**config.mk**
```make
export PLATFORM = sky130hd
export DESIGN_NAME = timer_status_irq_regs
export DESIGN_NICKNAME = d
export VERILOG_FILES = /design/src/rtl/byte_sequencer.v /design/src/rtl/event_flag_bit.v /design/src/rtl/timer_status_irq_regs.v
export VERILOG_INCLUDE_DIRS = /design/src /design/src/rtl
export SDC_FILE = /design/constraint.sdc
export NUM_CORES = 1
export LEC_CHECK = 0
export ABC_CLOCK_PERIOD_IN_PS = 3500
export BUFFER_PORTS_ARGS = -buffer_cell sky130_fd_sc_hd__buf_2
export CAP_MARGIN = 0
export CORE_MARGIN = 4
export CORE_UTILIZATION = 51
export DETAILED_ROUTE_END_ITERATION = 8
export GPL_TIMING_DRIVEN = 0
export PLACE_DENSITY = 0.87
export SYNTH_ARGS = -nofsm -noshare
export SYNTH_HDL_FRONTEND = slang
export SYNTH_SLANG_ARGS = --single-unit
```
**constraint.sdc**
```tcl
create_clock -name I_CLK -period 3.5 [get_ports I_CLK]
set_clock_uncertainty 0.05 [all_clocks]
set_input_delay 0.175 -clock I_CLK [delete_from_list [all_inputs] [get_ports I_CLK]]
set_output_delay 0.175 -clock I_CLK [all_outputs]
set_load 0.01 [all_outputs]
```
**src/rtl/timer_status_irq_consts.vh**
```
`ifndef TIMER_STATUS_IRQ_CONSTS_VH
`define TIMER_STATUS_IRQ_CONSTS_VH
`define NUM_CH 5
`define REG_RESET 8'hF8
`define RSVD_MASK 8'hF8
`define BIT_WRAP 2
`define BIT_B 1
`define BIT_A 0
`define CH_PHASE 2
`define CH_CPWM_LO 3
`define CH_CPWM_HI 4
// Byte index of the first flag, first enable and last register inside the 8-bit window
`define IDX_FLAGS0 4'h0
`define IDX_EN0 4'h5
`define IDX_LAST 4'h9
`endif

```
**src/rtl/byte_sequencer.v**
```verilog
`timescale 1ns/1ps
`default_nettype none
// Splits a word access to the 8-bit registers into two byte transfers,
// even byte first, then odd byte.
module byte_sequencer (
   input wire i_clk,
   input wire i_arst_n,
   input wire i_req,
   input wire i_word,
   input wire [3:0] i_idx,
   output wire o_busy,
   output wire o_xfer,
   output wire [3:0] o_idx,
   output wire o_second
);
   reg second;
   reg [3:0] idx_hold;
   always @(posedge i_clk or negedge i_arst_n) begin
      if (!i_arst_n) begin
         second <= 1'b0;
         idx_hold <= 4'h0;
      end else if (second) begin
         second <= 1'b0;
      end else if (i_req && i_word) begin
         second <= 1'b1;
         idx_hold <= i_idx | 4'h1;
      end
   end
   assign o_busy = second;
   assign o_second = second;
   assign o_xfer = second | i_req;
   assign o_idx = second ? idx_hold : (i_word ? (i_idx & 4'hE) : i_idx);
endmodule
`default_nettype wire

```
**src/rtl/event_flag_bit.v**
```verilog
`timescale 1ns/1ps
`default_nettype none
module event_flag_bit (
   input wire i_clk,
   input wire i_arst_n,
   input wire i_init,
   input wire i_set,
   input wire i_read,
   input wire i_write0,
   output reg o_flag
);
   reg armed;
   always @(posedge i_clk or negedge i_arst_n) begin
      if (!i_arst_n) begin
         o_flag <= 1'b0;
         armed <= 1'b0;
      end else if (i_init) begin
         o_flag <= 1'b0;
         armed <= 1'b0;
      end else begin
         // Set wins over a clear in the same cycle
         if (i_set) begin
            o_flag <= 1'b1;
         end else if (i_write0 && armed) begin
            o_flag <= 1'b0;
         end
         if (i_set || (i_write0 && armed)) begin
            armed <= 1'b0;
         end else if (i_read && o_flag) begin
            armed <= 1'b1;
         end
      end
   end
endmodule
`default_nettype wire

```
**src/rtl/timer_status_irq_regs.v**
```verilog
`timescale 1ns/1ps
`default_nettype none
`include "timer_status_irq_consts.vh"
// 8-bit register window: index 0..4 flag registers, 5..9 enable registers.
// Word accesses are run as two byte cycles; the CPU waits on o_wait.
module timer_status_irq_regs (
   input wire I_CLK,
   input wire I_ARST_N,
   input wire i_standby,
   input wire i_req,
   input wire i_wr,
   input wire i_word,
   input wire [3:0] i_idx,
   input wire [15:0] i_wdata,
   input wire [4:0] i_cnt_wrap_up,
   input wire [4:0] i_cnt_wrap_down,
   input wire i_phase_count_select,
   input wire i_complementary_pwm_select,
   input wire [4:0] i_match_a,
   input wire [4:0] i_match_b,
   input wire [4:0] i_capture_a,
   input wire [4:0] i_capture_b,
   input wire [4:0] i_a_is_capture,
   input wire [4:0] i_b_is_capture,
   output wire o_wait,
   output reg [15:0] o_rdata,
   output reg o_rvalid,
   output wire [4:0] o_wrap_irq,
   output wire [4:0] o_match_capture_irq_a,
   output wire [4:0] o_match_capture_irq_b
);
   wire busy;
   wire xfer;
   wire [3:0] bidx;
   wire second;
   reg wr_hold;
   reg [7:0] wdata_lo;
   wire acc_wr;
   wire [7:0] bdata;
   wire [7:0] rbyte;
   reg [7:0] rd_hi;
   wire [`NUM_CH*8-1:0] flags_rd;
   wire [`NUM_CH*8-1:0] en_rd;

   byte_sequencer u_seq (
      .i_clk(I_CLK),
      .i_arst_n(I_ARST_N),
      .i_req(i_req && !busy),
      .i_word(i_word),
      .i_idx(i_idx),
      .o_busy(busy),
      .o_xfer(xfer),
      .o_idx(bidx),
      .o_second(second)
   );

   // Word data is big-endian: high byte to the even register
   assign acc_wr = second ? wr_hold : i_wr;
   assign bdata = second ? wdata_lo : (i_word ? i_wdata[15:8] : i_wdata[7:0]);
   assign o_wait = busy;

   always @(posedge I_CLK or negedge I_ARST_N) begin
      if (!I_ARST_N) begin
         wr_hold <= 1'b0;
         wdata_lo <= 8'h00;
      end else if (i_req && !busy) begin
         wr_hold <= i_wr;
         wdata_lo <= i_wdata[7:0];
      end
   end

   genvar ch;
   generate
      for (ch = 0; ch < `NUM_CH; ch = ch + 1) begin : g_ch
         wire sel_f = xfer && (bidx == `IDX_FLAGS0 + ch);
         wire sel_e = xfer && (bidx == `IDX_EN0 + ch);
         wire rd_f = sel_f && !acc_wr;
         wire wr_f = sel_f && acc_wr;
         wire updown;
         wire wrap_ev;
         wire [2:0] flag;
         reg [2:0] en;
         if (ch == `CH_PHASE) begin : g_pc
            assign updown = i_phase_count_select;
         end else if (ch == `CH_CPWM_LO || ch == `CH_CPWM_HI) begin : g_cp
            assign updown = i_complementary_pwm_select;
         end else begin : g_up
            assign updown = 1'b0;
         end
         assign wrap_ev = i_cnt_wrap_up[ch] || (updown && i_cnt_wrap_down[ch]);
         event_flag_bit u_wrap (
            .i_clk(I_CLK),
            .i_arst_n(I_ARST_N),
            .i_init(i_standby),
            .i_set(wrap_ev),
            .i_read(rd_f),
            .i_write0(wr_f && !bdata[`BIT_WRAP]),
            .o_flag(flag[`BIT_WRAP])
         );
         event_flag_bit u_fb (
            .i_clk(I_CLK),
            .i_arst_n(I_ARST_N),
            .i_init(i_standby),
            .i_set(i_b_is_capture[ch] ? i_capture_b[ch] : i_match_b[ch]),
            .i_read(rd_f),
            .i_write0(wr_f && !bdata[`BIT_B]),
            .o_flag(flag[`BIT_B])
         );
         event_flag_bit u_fa (
            .i_clk(I_CLK),
            .i_arst_n(I_ARST_N),
            .i_init(i_standby),
            .i_set(i_a_is_capture[ch] ? i_capture_a[ch] : i_match_a[ch]),
            .i_read(rd_f),
            .i_write0(wr_f && !bdata[`BIT_A]),
            .o_flag(flag[`BIT_A])
         );
         always @(posedge I_CLK or negedge I_ARST_N) begin
            if (!I_ARST_N) begin
               en <= 3'h0;
            end else if (i_standby) begin
               en <= 3'h0;
            end else if (sel_e && acc_wr) begin
               en <= bdata[2:0];
            end
         end
         assign flags_rd[ch*8+7:ch*8] = `RSVD_MASK | {5'h00, flag};
         assign en_rd[ch*8+7:ch*8] = `RSVD_MASK | {5'h00, en};
         assign o_wrap_irq[ch] = flag[`BIT_WRAP] & en[`BIT_WRAP];
         assign o_match_capture_irq_b[ch] = flag[`BIT_B] & en[`BIT_B];
         assign o_match_capture_irq_a[ch] = flag[`BIT_A] & en[`BIT_A];
      end
   endgenerate

   // Unmapped indices read as all ones, like the reserved bits
   assign rbyte = (bidx < `IDX_EN0) ? flags_rd[bidx*8 +: 8] :
                  (bidx <= `IDX_LAST) ? en_rd[(bidx - `IDX_EN0)*8 +: 8] : 8'hFF;

   always @(posedge I_CLK or negedge I_ARST_N) begin
      if (!I_ARST_N) begin
         o_rdata <= 16'h0000;
         o_rvalid <= 1'b0;
         rd_hi <= 8'h00;
      end else begin
         o_rvalid <= 1'b0;
         if (xfer && !acc_wr) begin
            if (second) begin
               o_rdata <= {rd_hi, rbyte};
               o_rvalid <= 1'b1;
            end else if (i_word) begin
               rd_hi <= rbyte;
            end else begin
               o_rdata <= {8'h00, rbyte};
               o_rvalid <= 1'b1;
            end
         end
      end
   end
endmodule
`default_nettype wire

```
==> results of run 1 <==
-- state kept, by name (all words and copies together) (netlist names), 3 cells and up --
signal              flops
g_ch.u_fb.o_flag        5
g_ch.u_fa.o_flag        5
g_ch.u_fa.armed         5
o_rdata                 8
g_ch.u_fb.armed         5
g_ch.u_wrap.armed       5
u_seq.idx_hold          4
rd_hi                   4
g_ch.u_wrap.o_flag      5
g_ch.en                15
wdata_lo                3
-- how the worst max path moves through the flow --
stage | from | end | slack [ns] | cells after the start
after floorplan | u_seq.o_busy | rd_hi[6] | 0.93 | 10
final | u_seq.o_busy | rd_hi[2] | 0.60 | 10
after global placement | u_seq.o_busy | rd_hi[2] | 0.67 | 10
after global routing | u_seq.o_busy | rd_hi[6] | 0.33 | 10
after detailed placement | u_seq.o_busy | rd_hi[2] | 0.60 | 10
after CTS | u_seq.o_busy | rd_hi[2] | 0.59 | 10
-- synth_stat cells (all sizes together) (2+ instances only) --
cell type	count
mux2i	35
mux2	5
o21ai	29
o22ai	2
clkbuf	9
nand2b	20
mux4	2
a31oi	5
buf	17
nand2	27
o211ai	4
nor2b	5
o221ai	2
and2	14
o2111ai	3
a21oi	41
nor3b	5
a21o	5
nand3	13
nor2	30
or2	2
a22o	5
o31ai	20
a211oi	8
inv	28
dfrtp	67
ha	5
or3b	3
-- power breakdown --
part	switching (mW)	internal [mW]	leakage, nW
registers	0.0536	0.840	0.873
logic	0.276	0.209	1.23
clock network	0.308	0.323	0.0881
total	0.637	1.37	2.20
-- logic make-up after synthesis --
logic type                 count (synthesis)  synth area share [%]
AOI/OAI and AO/OA                        128                 20.63
and+or+nand+nor                          125                 16.95
DFF                                       67                 42.54
buffers and inverters                     54                 6.539
muxes                                     42                 11.75
adders and majority gates                  5                 1.587
-- cell type report --
| cell class | instances | share of cell area [%] |
|---|---|---|
| multi-input combinational | 300 | 42.60 |
| sequential | 67 | 35.59 |
| timing repair buffer | 89 | 9.827 |
| buffer | 26 | 3.187 |
| clock buffer | 10 | 2.709 |
| tap | 99 | 2.629 |
| inverter | 28 | 2.284 |
| clock inverter | 5 | 1.169 |
-- metal layers --
layer	track usage (%)	vias to the layer above	wire (um)	share of wire (%)
met5	0	-	0	0
met2	43.60	168	5474	50
met4	6.754	0	133	1.2
li1	-	1692	-	-
met1	32.70	1745	4653	42
met3	4.222	14	766	6.9
-- worst register-to-register path, stage by stage, from the launching register on --
cell and delay, ns:
dfrtp_1 0.37, buf_2 0.17, or3b_4 0.43, nand2_4 0.13
inv_4 0.06, ha_1 0.29, clkbuf_1 0.39, o21ai_0 0.29
o21ai_0 0.21, a31oi_1 0.13, o31ai_1 0.29
-- stage by stage --
| step | setup WS (ns) | cells | util [%] | total power, mW | hold slack [ns] |
|---|---|---|---|---|---|
| after floorplan | 0.9319 | 421 | - | 1.201 | -0.1706 |
| after global placement | 0.6687 | 606 | 61.00 | 1.374 | 0.3038 |
| after detailed placement | 0.6028 | 606 | 61.04 | 1.392 | 0.2870 |
| after CTS | 0.5897 | 624 | 63.92 | 2.016 | 0.01424 |
| after global routing | 0.3310 | 624 | 63.92 | 2.112 | 0.02437 |
| final | 0.5995 | 624 | 63.92 | 2.009 | 0.01699 |
==> qor.yml, run 1 <==
status: "completed"
regToRegSetupSlack_ns: 0.60
r2r-start: "u_seq.o_busy"
rr_worst_depth: 10
cts_sinks: 67
hold_violations: 0
port_buffers: 86
crit_buf_inv: 3
grt_pass1_wl_um: 17600
finalSetupTns_ns: 0
ys_warn_count: 0
setup_viol: 0
critPathMaxStageDelay_ns: 0.42
grt_antenna_before_repair: 0
fp-row-count: 31
min-delay-start: "i_idx[1]"
pin_count: 101
syn_area_per_cell_um2: 9.362
core_area_mm2: 0.007370
die_h_um: 95.91
grt_setup_unrepaired: "false"
grt_max_degree: 68
postCtsSetupRepairBufs: 0
vias: 3619
grt.total_usage_pct: 25.22
multi_input_area_mm2: 0.002007
cts_buffers: 9
worstPathRequired_ns: 3.70
drc: 0
synth_area_mm2: 0.003941
clock_latency_ns: 0.34
relSlewSlack_pct: 43.20
cts_tree: "yes"
hold_depth: 3
path_class: "flop to flop"
antenna_left: 0
cp_slowest_cell: "or3b_4"
place_area_mm2: 0.004498
end_kind: "flop"
synth_top_area_share_pct: 42.54
critical_path_arrival_ns: 3.10
ys_seq_area_share_pct: 42.54
synthTopCellsByArea: "dfrtp_1 43%, mux2i_1 8.4%, a21oi_1 5.1%"
syn2layout_area_growth_pct: 19.52
cts_htree_levels: 3
clockRootBuffer: "clkbuf_8"
syn-instance-count: 421
ctsHoldBuffers: 3
crit_fanout: 10
r2r_end: "rd_hi[2]"
tightest_slew_ns: 0.8520
start_util_pct: 53.48
grt_overflow_total: 0
clock_path_buffers: 2
post_drt_wl_per_cell_um: 17.67
grt_pass1_vias: 3504
post_cts_resized: 0
hold_path_class: "primary input to flop"
via_per_inst: 5.800
dr.pass1.iters: 5
gp_congestion: 0.9326
maxCapViolations: 0
syn_nets: 494
synth-edff-count: 0
path_cells: "buf_2 -> or3b_4 -> nand2_4 -> inv_4 -> ha_1 -> clkbuf_1 -> o21ai_0 -> o21ai_0 -> a31oi_1 -> o31ai_1"
clk_pin_slew_ns: 0.08
dieArea_mm2: 0.009199
drv_slew: 0
drt_first_iter_violations: 250
power_density_mw_per_mm2: 426.5
drive_above_1_share_pct: 26.10
period_share_pct: 82.87
antenna_cells: 0
vdd_drop_max_v: 0.0001913
ys_seq_elements: 67
yosysTopAreaCell: "dfrtp_1"
path_delay_family: "compound AO/OA/AOI/OAI gates"
synthFlopType: "dfrtp_1"
async_reset_ff_share_pct: 100.0
fmax_mhz: 344.8
cellLeakagePower_nw: 2.196
routed_wl_um: 11030
synth_cell_types: 50
fill_cells: 659
regArea_mm2: 0.001677
hpwl_um: 8302
final_area_mm2: 0.004711
cp_common_cell: "o21ai_0"
die_x_um: 95.91
nets: 594
final_common_cell: "buf_2"
hold_end: "u_seq.idx_hold[1]"
mostFrequentLayoutCells: "91 x buf_2, 67 x dfrtp_1, 40 x a21oi_1"
cp-start-kind: "flop"
post-route-min-period_ns: 2.900
Note: power is estimated with default switching activity, not from simulation.
==> run 2, diff against run 1 <==
--- a/config.mk
+++ b/config.mk
@@ -6,7 +6,7 @@
 export SDC_FILE = /design/constraint.sdc
 export NUM_CORES = 1
 export LEC_CHECK = 0
-export ABC_CLOCK_PERIOD_IN_PS = 3500
+export ABC_CLOCK_PERIOD_IN_PS = 2810
 export BUFFER_PORTS_ARGS = -buffer_cell sky130_fd_sc_hd__buf_2
 export CAP_MARGIN = 0
 export CORE_MARGIN = 4
==> constraint.sdc (replaced) <==
create_clock -name I_CLK -period 2.81 [get_ports I_CLK]
set_clock_uncertainty 0.05 [all_clocks]
set_input_delay 0.1405 -clock I_CLK [delete_from_list [all_inputs] [get_ports I_CLK]]
set_output_delay 0.1405 -clock I_CLK [all_outputs]
set_load 0.01 [all_outputs]
==> qor.yml, run 2 (synthesis gave the netlist of run 1 again) <==
gp_congestion: 0.9326  # unchanged
drc: 0  # unchanged
power_density_mw_per_mm2: 527.9  # was 426.5 mW/mm2
path_delay_family: "buffers and inverters"  # was compound AO/OA/AOI/OAI gates
setup_viol: 0  # unchanged
antenna_left: 0  # unchanged
relSlewSlack_pct: 43.08  # was 43.20%
fp-row-count: 31  # unchanged
dieArea_mm2: 0.009199  # unchanged
nets: 598  # was 594
path_class: "flop to flop"  # unchanged
largest_reg_flops: 15  # unchanged
syn2layout_area_growth_pct: 21.24  # was 19.52%
vdd_drop_max_v: 0.0002402  # was 0.0001913 V
crit_fanout: 10  # unchanged
core_area_mm2: 0.007370  # unchanged
antenna_cells: 0  # unchanged
cts_sinks: 67  # unchanged
clock_path_buffers: 2  # unchanged
pin_count: 101  # unchanged
hpwl_um: 8302  # unchanged
dp.cells: 606  # unchanged
grt_max_degree: 68  # unchanged
cts_tree: "yes"  # unchanged
grt_pass1_wl_um: 17700  # was 17600 um
post-route-min-period_ns: 2.584  # was 2.900 ns
stdcell_count: 628  # was 624
clockRootBuffer: "clkbuf_8"  # unchanged
p_total_mw: 2.523  # was 2.009 mW
tightest_slew_ns: 0.8538  # was 0.8520 ns
drv_slew: 0  # unchanged
end_kind: "flop"  # unchanged
finalSetupTns_ns: 0  # unchanged
reg_top3: "g_ch.en: 15 flops, o_rdata: 8 flops"  # unchanged
cts_htree_levels: 3  # unchanged
critical_path_arrival_ns: 2.81  # was 3.10 ns
final_area_mm2: 0.004778  # was 0.004711 mm2
postCtsSetupRepairBufs: 0  # unchanged
crit_buf_inv: 5  # was 3
worstPathRequired_ns: 3.03  # was 3.70 ns
place_area_mm2: 0.004498  # unchanged
top_register: "g_ch.en"  # unchanged
drt_first_iter_violations: 293  # was 250
grt_overflow_total: 0  # unchanged
critPathMaxStageDelay_ns: 0.64  # was 0.42 ns
grt_pass1_vias: 3520  # was 3504
drive_above_1_share_pct: 26.09  # was 26.10%
period_share_pct: 91.96  # was 82.87%
final_common_cell: "buf_2"  # unchanged
via_per_inst: 5.761  # was 5.800
clk_pin_slew_ns: 0.08  # about the same
routed_wl_um: 11130  # was 11030 um
grt_antenna_before_repair: 0  # unchanged
cellLeakagePower_nw: 2.216  # was 2.196 nW
cp_slowest_cell: "o21ai_1"  # was or3b_4
vias: 3618  # was 3619
cts_buffers: 9  # unchanged
maxCapViolations: 0  # unchanged
cp-start-kind: "flop"  # unchanged
clock_latency_ns: 0.35  # was 0.34 ns
hold_violations: 0  # unchanged
grt.total_usage_pct: 25.35  # was 25.22%
post_drt_wl_per_cell_um: 17.73  # was 17.67 um
mostFrequentLayoutCells: "91 x buf_2, 67 x dfrtp_1, 40 x a21oi_1"  # unchanged
grt_setup_unrepaired: "false"  # unchanged
die_x_um: 95.91  # unchanged
path_cells: "buf_2 -> buf_4 -> buf_2 -> buf_2 -> o21ai_1 -> buf_2 -> o21ai_0 -> a21oi_1"  # was buf_2 -> or3b_4 -> nand2_4 -> inv_4 -> ha_1 -> clkbuf_1 -> o21ai_0 -> o21ai_0 -> a31oi_1 -> o31ai_1
start_util_pct: 53.48  # unchanged
cp_common_cell: "buf_2"  # was o21ai_0
hold_path_class: "primary input to flop"  # unchanged
fmax_mhz: 387.0  # was 344.8 MHz
die_h_um: 95.91  # unchanged
dr.pass1.iters: 5  # unchanged
hold_ws_ns: 0.01176  # was 0.01699 ns
port_buffers: 86  # unchanged
status: "completed"  # unchanged
run 2: changes by cell type in the layout (fill, tap and decap cells not counted), sizes merged:
| cell | previous run | this run |
|---|---|---|
| dlygate4sd3 | 3 | 8 |
| clkbuf | 19 | 18 |
run 2: power by group:
group	internal, mW	switching [mW]
registers	1.05	0.0677
logic	0.272	0.346
clock network	0.402	0.388
total	1.72	0.802
run 2: layer usage:
| layer | up-vias | track usage [%] | part of all wire (%) |
|---|---|---|---|
| li1 | 1701 | - | - |
| met1 | 1745 | 32.98 | 42 |
| met2 | 157 | 43.78 | 50 |
| met3 | 15 | 4.144 | 7.2 |
| met4 | 0 | 6.754 | 1.2 |
| met5 | - | 0 | 0 |
run 2: worst reg2reg max path: cells and delay by family, from the launching register on:
kind / cells / cell delay [ns]
buffers and inverters: 5 / 1.17
AO/OA/AOI/OAI: 3 / 0.93
flip-flops: 1 / 0.37
run 2: stage by stage:
step | setup slack [ns] | utilization (%)
2_1_floorplan | 0.2419 | -
3_3_place_gp | -0.02132 | 61.00
3_5_place_dp | -0.08725 | 61.04
4_1_cts | 0.08770 | 64.67
5_1_grt | 0.05638 | 64.84
6_report | 0.2260 | 64.84
run 2: worst paths after layout:
kind / start / to / slack, ns / cells past startpoint
max: u_seq.o_busy / g_ch[1].u_fb.armed / 0.23 / 8
min: i_idx[3] / u_seq.idx_hold[3] / 0.01 / 3
max reg2reg: u_seq.o_busy / g_ch[1].u_fb.armed / 0.23 / 8
min reg2reg: o_rdata[0] / o_rdata[0] / 0.43 / 2
max in group asynchronous: I_ARST_N / g_ch[4].en[1] / 1.75 / 2
min in group asynchronous: I_ARST_N / u_seq.o_busy / 0.40 / 2
run 2: layout make-up:
class	instances	area, um2
inverter	28	107.6
tap	99	123.9
sequential	67	1677
fill	647	2591
multi-input combinational	300	2028
buffer	25	146.4
clock inverter	5	55.05
timing repair buffer	94	513.0
clock buffer	10	127.6
run 2: repair_timing:
item	CTS	global route
endpoints found under the hold margin	76	0
setup endpoints to repair	6	9
resized for setup	1	2
gates cloned	0	0
hold buffers	8	0
==> run 3, diff against run 2 <==
--- a/config.mk
+++ b/config.mk
@@ -9,11 +9,13 @@
 export ABC_CLOCK_PERIOD_IN_PS = 2810
 export BUFFER_PORTS_ARGS = -buffer_cell sky130_fd_sc_hd__buf_2
 export CAP_MARGIN = 0
+export CELL_PAD_IN_SITES_DETAIL_PLACEMENT = 1
+export CELL_PAD_IN_SITES_GLOBAL_PLACEMENT = 2
 export CORE_MARGIN = 4
-export CORE_UTILIZATION = 51
+export CORE_UTILIZATION = 32
 export DETAILED_ROUTE_END_ITERATION = 8
 export GPL_TIMING_DRIVEN = 0
-export PLACE_DENSITY = 0.87
+export PLACE_DENSITY = 0.9
 export SYNTH_ARGS = -nofsm -noshare
 export SYNTH_HDL_FRONTEND = slang
 export SYNTH_SLANG_ARGS = --single-unit
==> qor.yml, run 3 (synthesis gave the netlist of run 1 again) <==
p_sw_share_pct: 30.33  # was 31.79%
dp.cells: 654  # was 606
drc: 0  # unchanged
critical_path_arrival_ns: 2.78  # was 2.81 ns
vdd_drop_max_v: 0.0002192  # was 0.0002402 V
dr.pass1.iters: 4  # was 5
end_kind: "flop"  # unchanged
pwr-share-clk_pct: 36.0  # was 31.3%
post-route-min-period_ns: 2.594  # was 2.584 ns
cp-start-kind: "flop"  # unchanged
regToRegSetupSlack_ns: 0.22  # was 0.23 ns
min-delay-start: "i_wdata[1]"  # was i_idx[3]
cellLeakagePower_nw: 2.230  # was 2.216 nW
post_drt_wl_per_cell_um: 18.69  # was 17.73 um
p_comb_share_pct: 23.1  # was 24.5%
hold_end: "wdata_lo[1]"  # was u_seq.idx_hold[3]
fmax_mhz: 385.5  # was 387.0 MHz
stdcell_count: 670  # was 628
utilization_pct: 40.52  # was 64.84%
p_total_mw: 2.729  # was 2.523 mW
drv_slew: 0  # unchanged
hold_depth: 2  # was 3
core_area_mm2: 0.01201  # was 0.007370 mm2
p_int_mw: 1.901  # was 1.721 mW
die_x_um: 119.0  # was 95.91 um
cts_sinks: 67  # unchanged
clock_path_buffers: 2  # unchanged
place_area_mm2: 0.004558  # was 0.004498 mm2
hold_path_class: "primary input to flop"  # unchanged
crit_fanout: 10  # unchanged
hold_violations: 0  # unchanged
r2r-start: "u_seq.o_busy"  # unchanged
grt_pass1_vias: 3827  # was 3520
start_util_pct: 32.81  # was 53.48%
grt_pass1_wl_um: 20220  # was 17700 um
grt_max_degree: 68  # unchanged
grt_antenna_before_repair: 0  # unchanged
seq_power_share_pct: 40.9  # was 44.2%
syn2layout_area_growth_pct: 23.49  # was 21.24%
final_common_cell: "buf_2"  # unchanged
nets: 593  # was 598
fill_cells: 1401  # was 647
cts_tree: "yes"  # unchanged
pin_count: 101  # unchanged
gp_congestion: 0.8441  # was 0.9326
largest_reg_flops: 15  # unchanged
clk_pin_slew_ns: 0.05  # was 0.08 ns
hpwl_um: 9606  # was 8302 um
period_share_pct: 92.31  # was 91.96%
r2r_end: "rd_hi[0]"  # was g_ch[1].u_fb.armed
clock_latency_ns: 0.33  # was 0.35 ns
tightest_slew_ns: 0.8797  # was 0.8538 ns
path_class: "flop to flop"  # unchanged
antenna_left: 0  # unchanged
routed_wl_um: 12520  # was 11130 um
cts_buffers: 9  # unchanged
drt_first_iter_violations: 181  # was 293
rr_worst_depth: 10  # was 8
vias: 3571  # was 3618
grt.total_usage_pct: 18.01  # was 25.35%
dieArea_mm2: 0.01416  # was 0.009199 mm2
grt_setup_unrepaired: "false"  # unchanged
relSlewSlack_pct: 41.35  # was 43.08%
maxCapViolations: 0  # unchanged
antenna_cells: 0  # unchanged
setup_viol: 0  # unchanged
postCtsSetupRepairBufs: 0  # unchanged
power_density_mw_per_mm2: 560.7  # was 527.9 mW/mm2
via_per_inst: 5.330  # was 5.761
mostFrequentLayoutCells: "91 x buf_2, 67 x dfrtp_1, 40 x a21oi_1"  # unchanged
top_register: "g_ch.en"  # unchanged
drive_above_1_share_pct: 26.20  # was 26.09%
power.switching_mw: 0.8278  # was 0.8019 mW
worstPathRequired_ns: 2.99  # was 3.03 ns
grt_overflow_total: 0  # unchanged
final_area_mm2: 0.004867  # was 0.004778 mm2
fp-row-count: 40  # was 31
port_buffers: 86  # unchanged
die_h_um: 119.0  # was 95.91 um
clockRootBuffer: "clkbuf_16"  # was clkbuf_8
reg_top3: "g_ch.en: 15 flops, o_rdata: 8 flops"  # unchanged
status: "completed"  # unchanged
cts_htree_levels: 3  # unchanged
## run 3: area by class of cell
cell class              count  area [um2]  area share [%]
inverters                  28       107.6           2.211
multi-input cells         300        2039           41.90
clock buffers              11       232.7           4.781
clock inverters             3       17.52          0.3599
plain buffers              25       146.4           3.008
repair buffers             89       462.9           9.512
flip-flops and latches     67        1677           34.45
well taps                 147       183.9           3.779
## run 3: what timing repair did
item                                    4_1_cts  5_1_grt
endpoints found under the setup margin        9       16
hold buffers                                  3        0
endpoints found under the hold margin        69        0
resized for setup                             2        4
## run 3: worst max-delay path by stage
stage,start,endpoint,slack [ns]
2_1_floorplan,u_seq.o_busy,rd_hi[6],0.24
3_3_place_gp,u_seq.o_busy,o_rdata[7],-0.06
3_5_place_dp,u_seq.o_busy,rd_hi[0],-0.16
4_1_cts,u_seq.o_busy,g_ch[4].u_fb.armed,0.05
5_1_grt,u_seq.o_busy,g_ch[3].u_fa.armed,0.007
6_report,u_seq.o_busy,rd_hi[0],0.22
## run 3: critical path: stages, from the launching register on
cell and delay, ns:
dfrtp_1 0.33, buf_2 0.19, buf_4 0.21, mux2i_4 0.38
ha_4 0.23, inv_1 0.09, ha_1 0.39, inv_1 0.08
o211ai_1 0.12, a31oi_1 0.15, o31ai_1 0.26
## run 3: power groups by stage
stage	clock, mW	combinational, mW	sequential (mW)
finish	0.982	0.631	1.12
global route	1.04	0.696	1.13
CTS	0.999	0.630	1.12
detailed placement	0	0.620	1.13
global placement	0	0.601	1.13
floorplan	0	0.366	1.13
## run 3: per-layer routing
layer,GRT usage [%],wire length (um),up-vias
li1,-,-,1689
met1,22.24,5435,1754
met2,30.34,6100,99
met3,4.938,649,29
met4,6.010,334,0
met5,0,0,-
## run 3: through the flow
| step | worst slack [ns] | TNS [ns] | hold slack, ns |
|---|---|---|---|
| after floorplan | 0.2419 | 0 | -0.2051 |
| after global placement | -0.05875 | -0.2987 | 0.2690 |
| after detailed placement | -0.1591 | -0.7655 | 0.2676 |
| after CTS | 0.04961 | 0 | 0.005042 |
| after global routing | 0.007423 | 0 | 0.02030 |
| final | 0.2162 | 0 | 0.009639 |
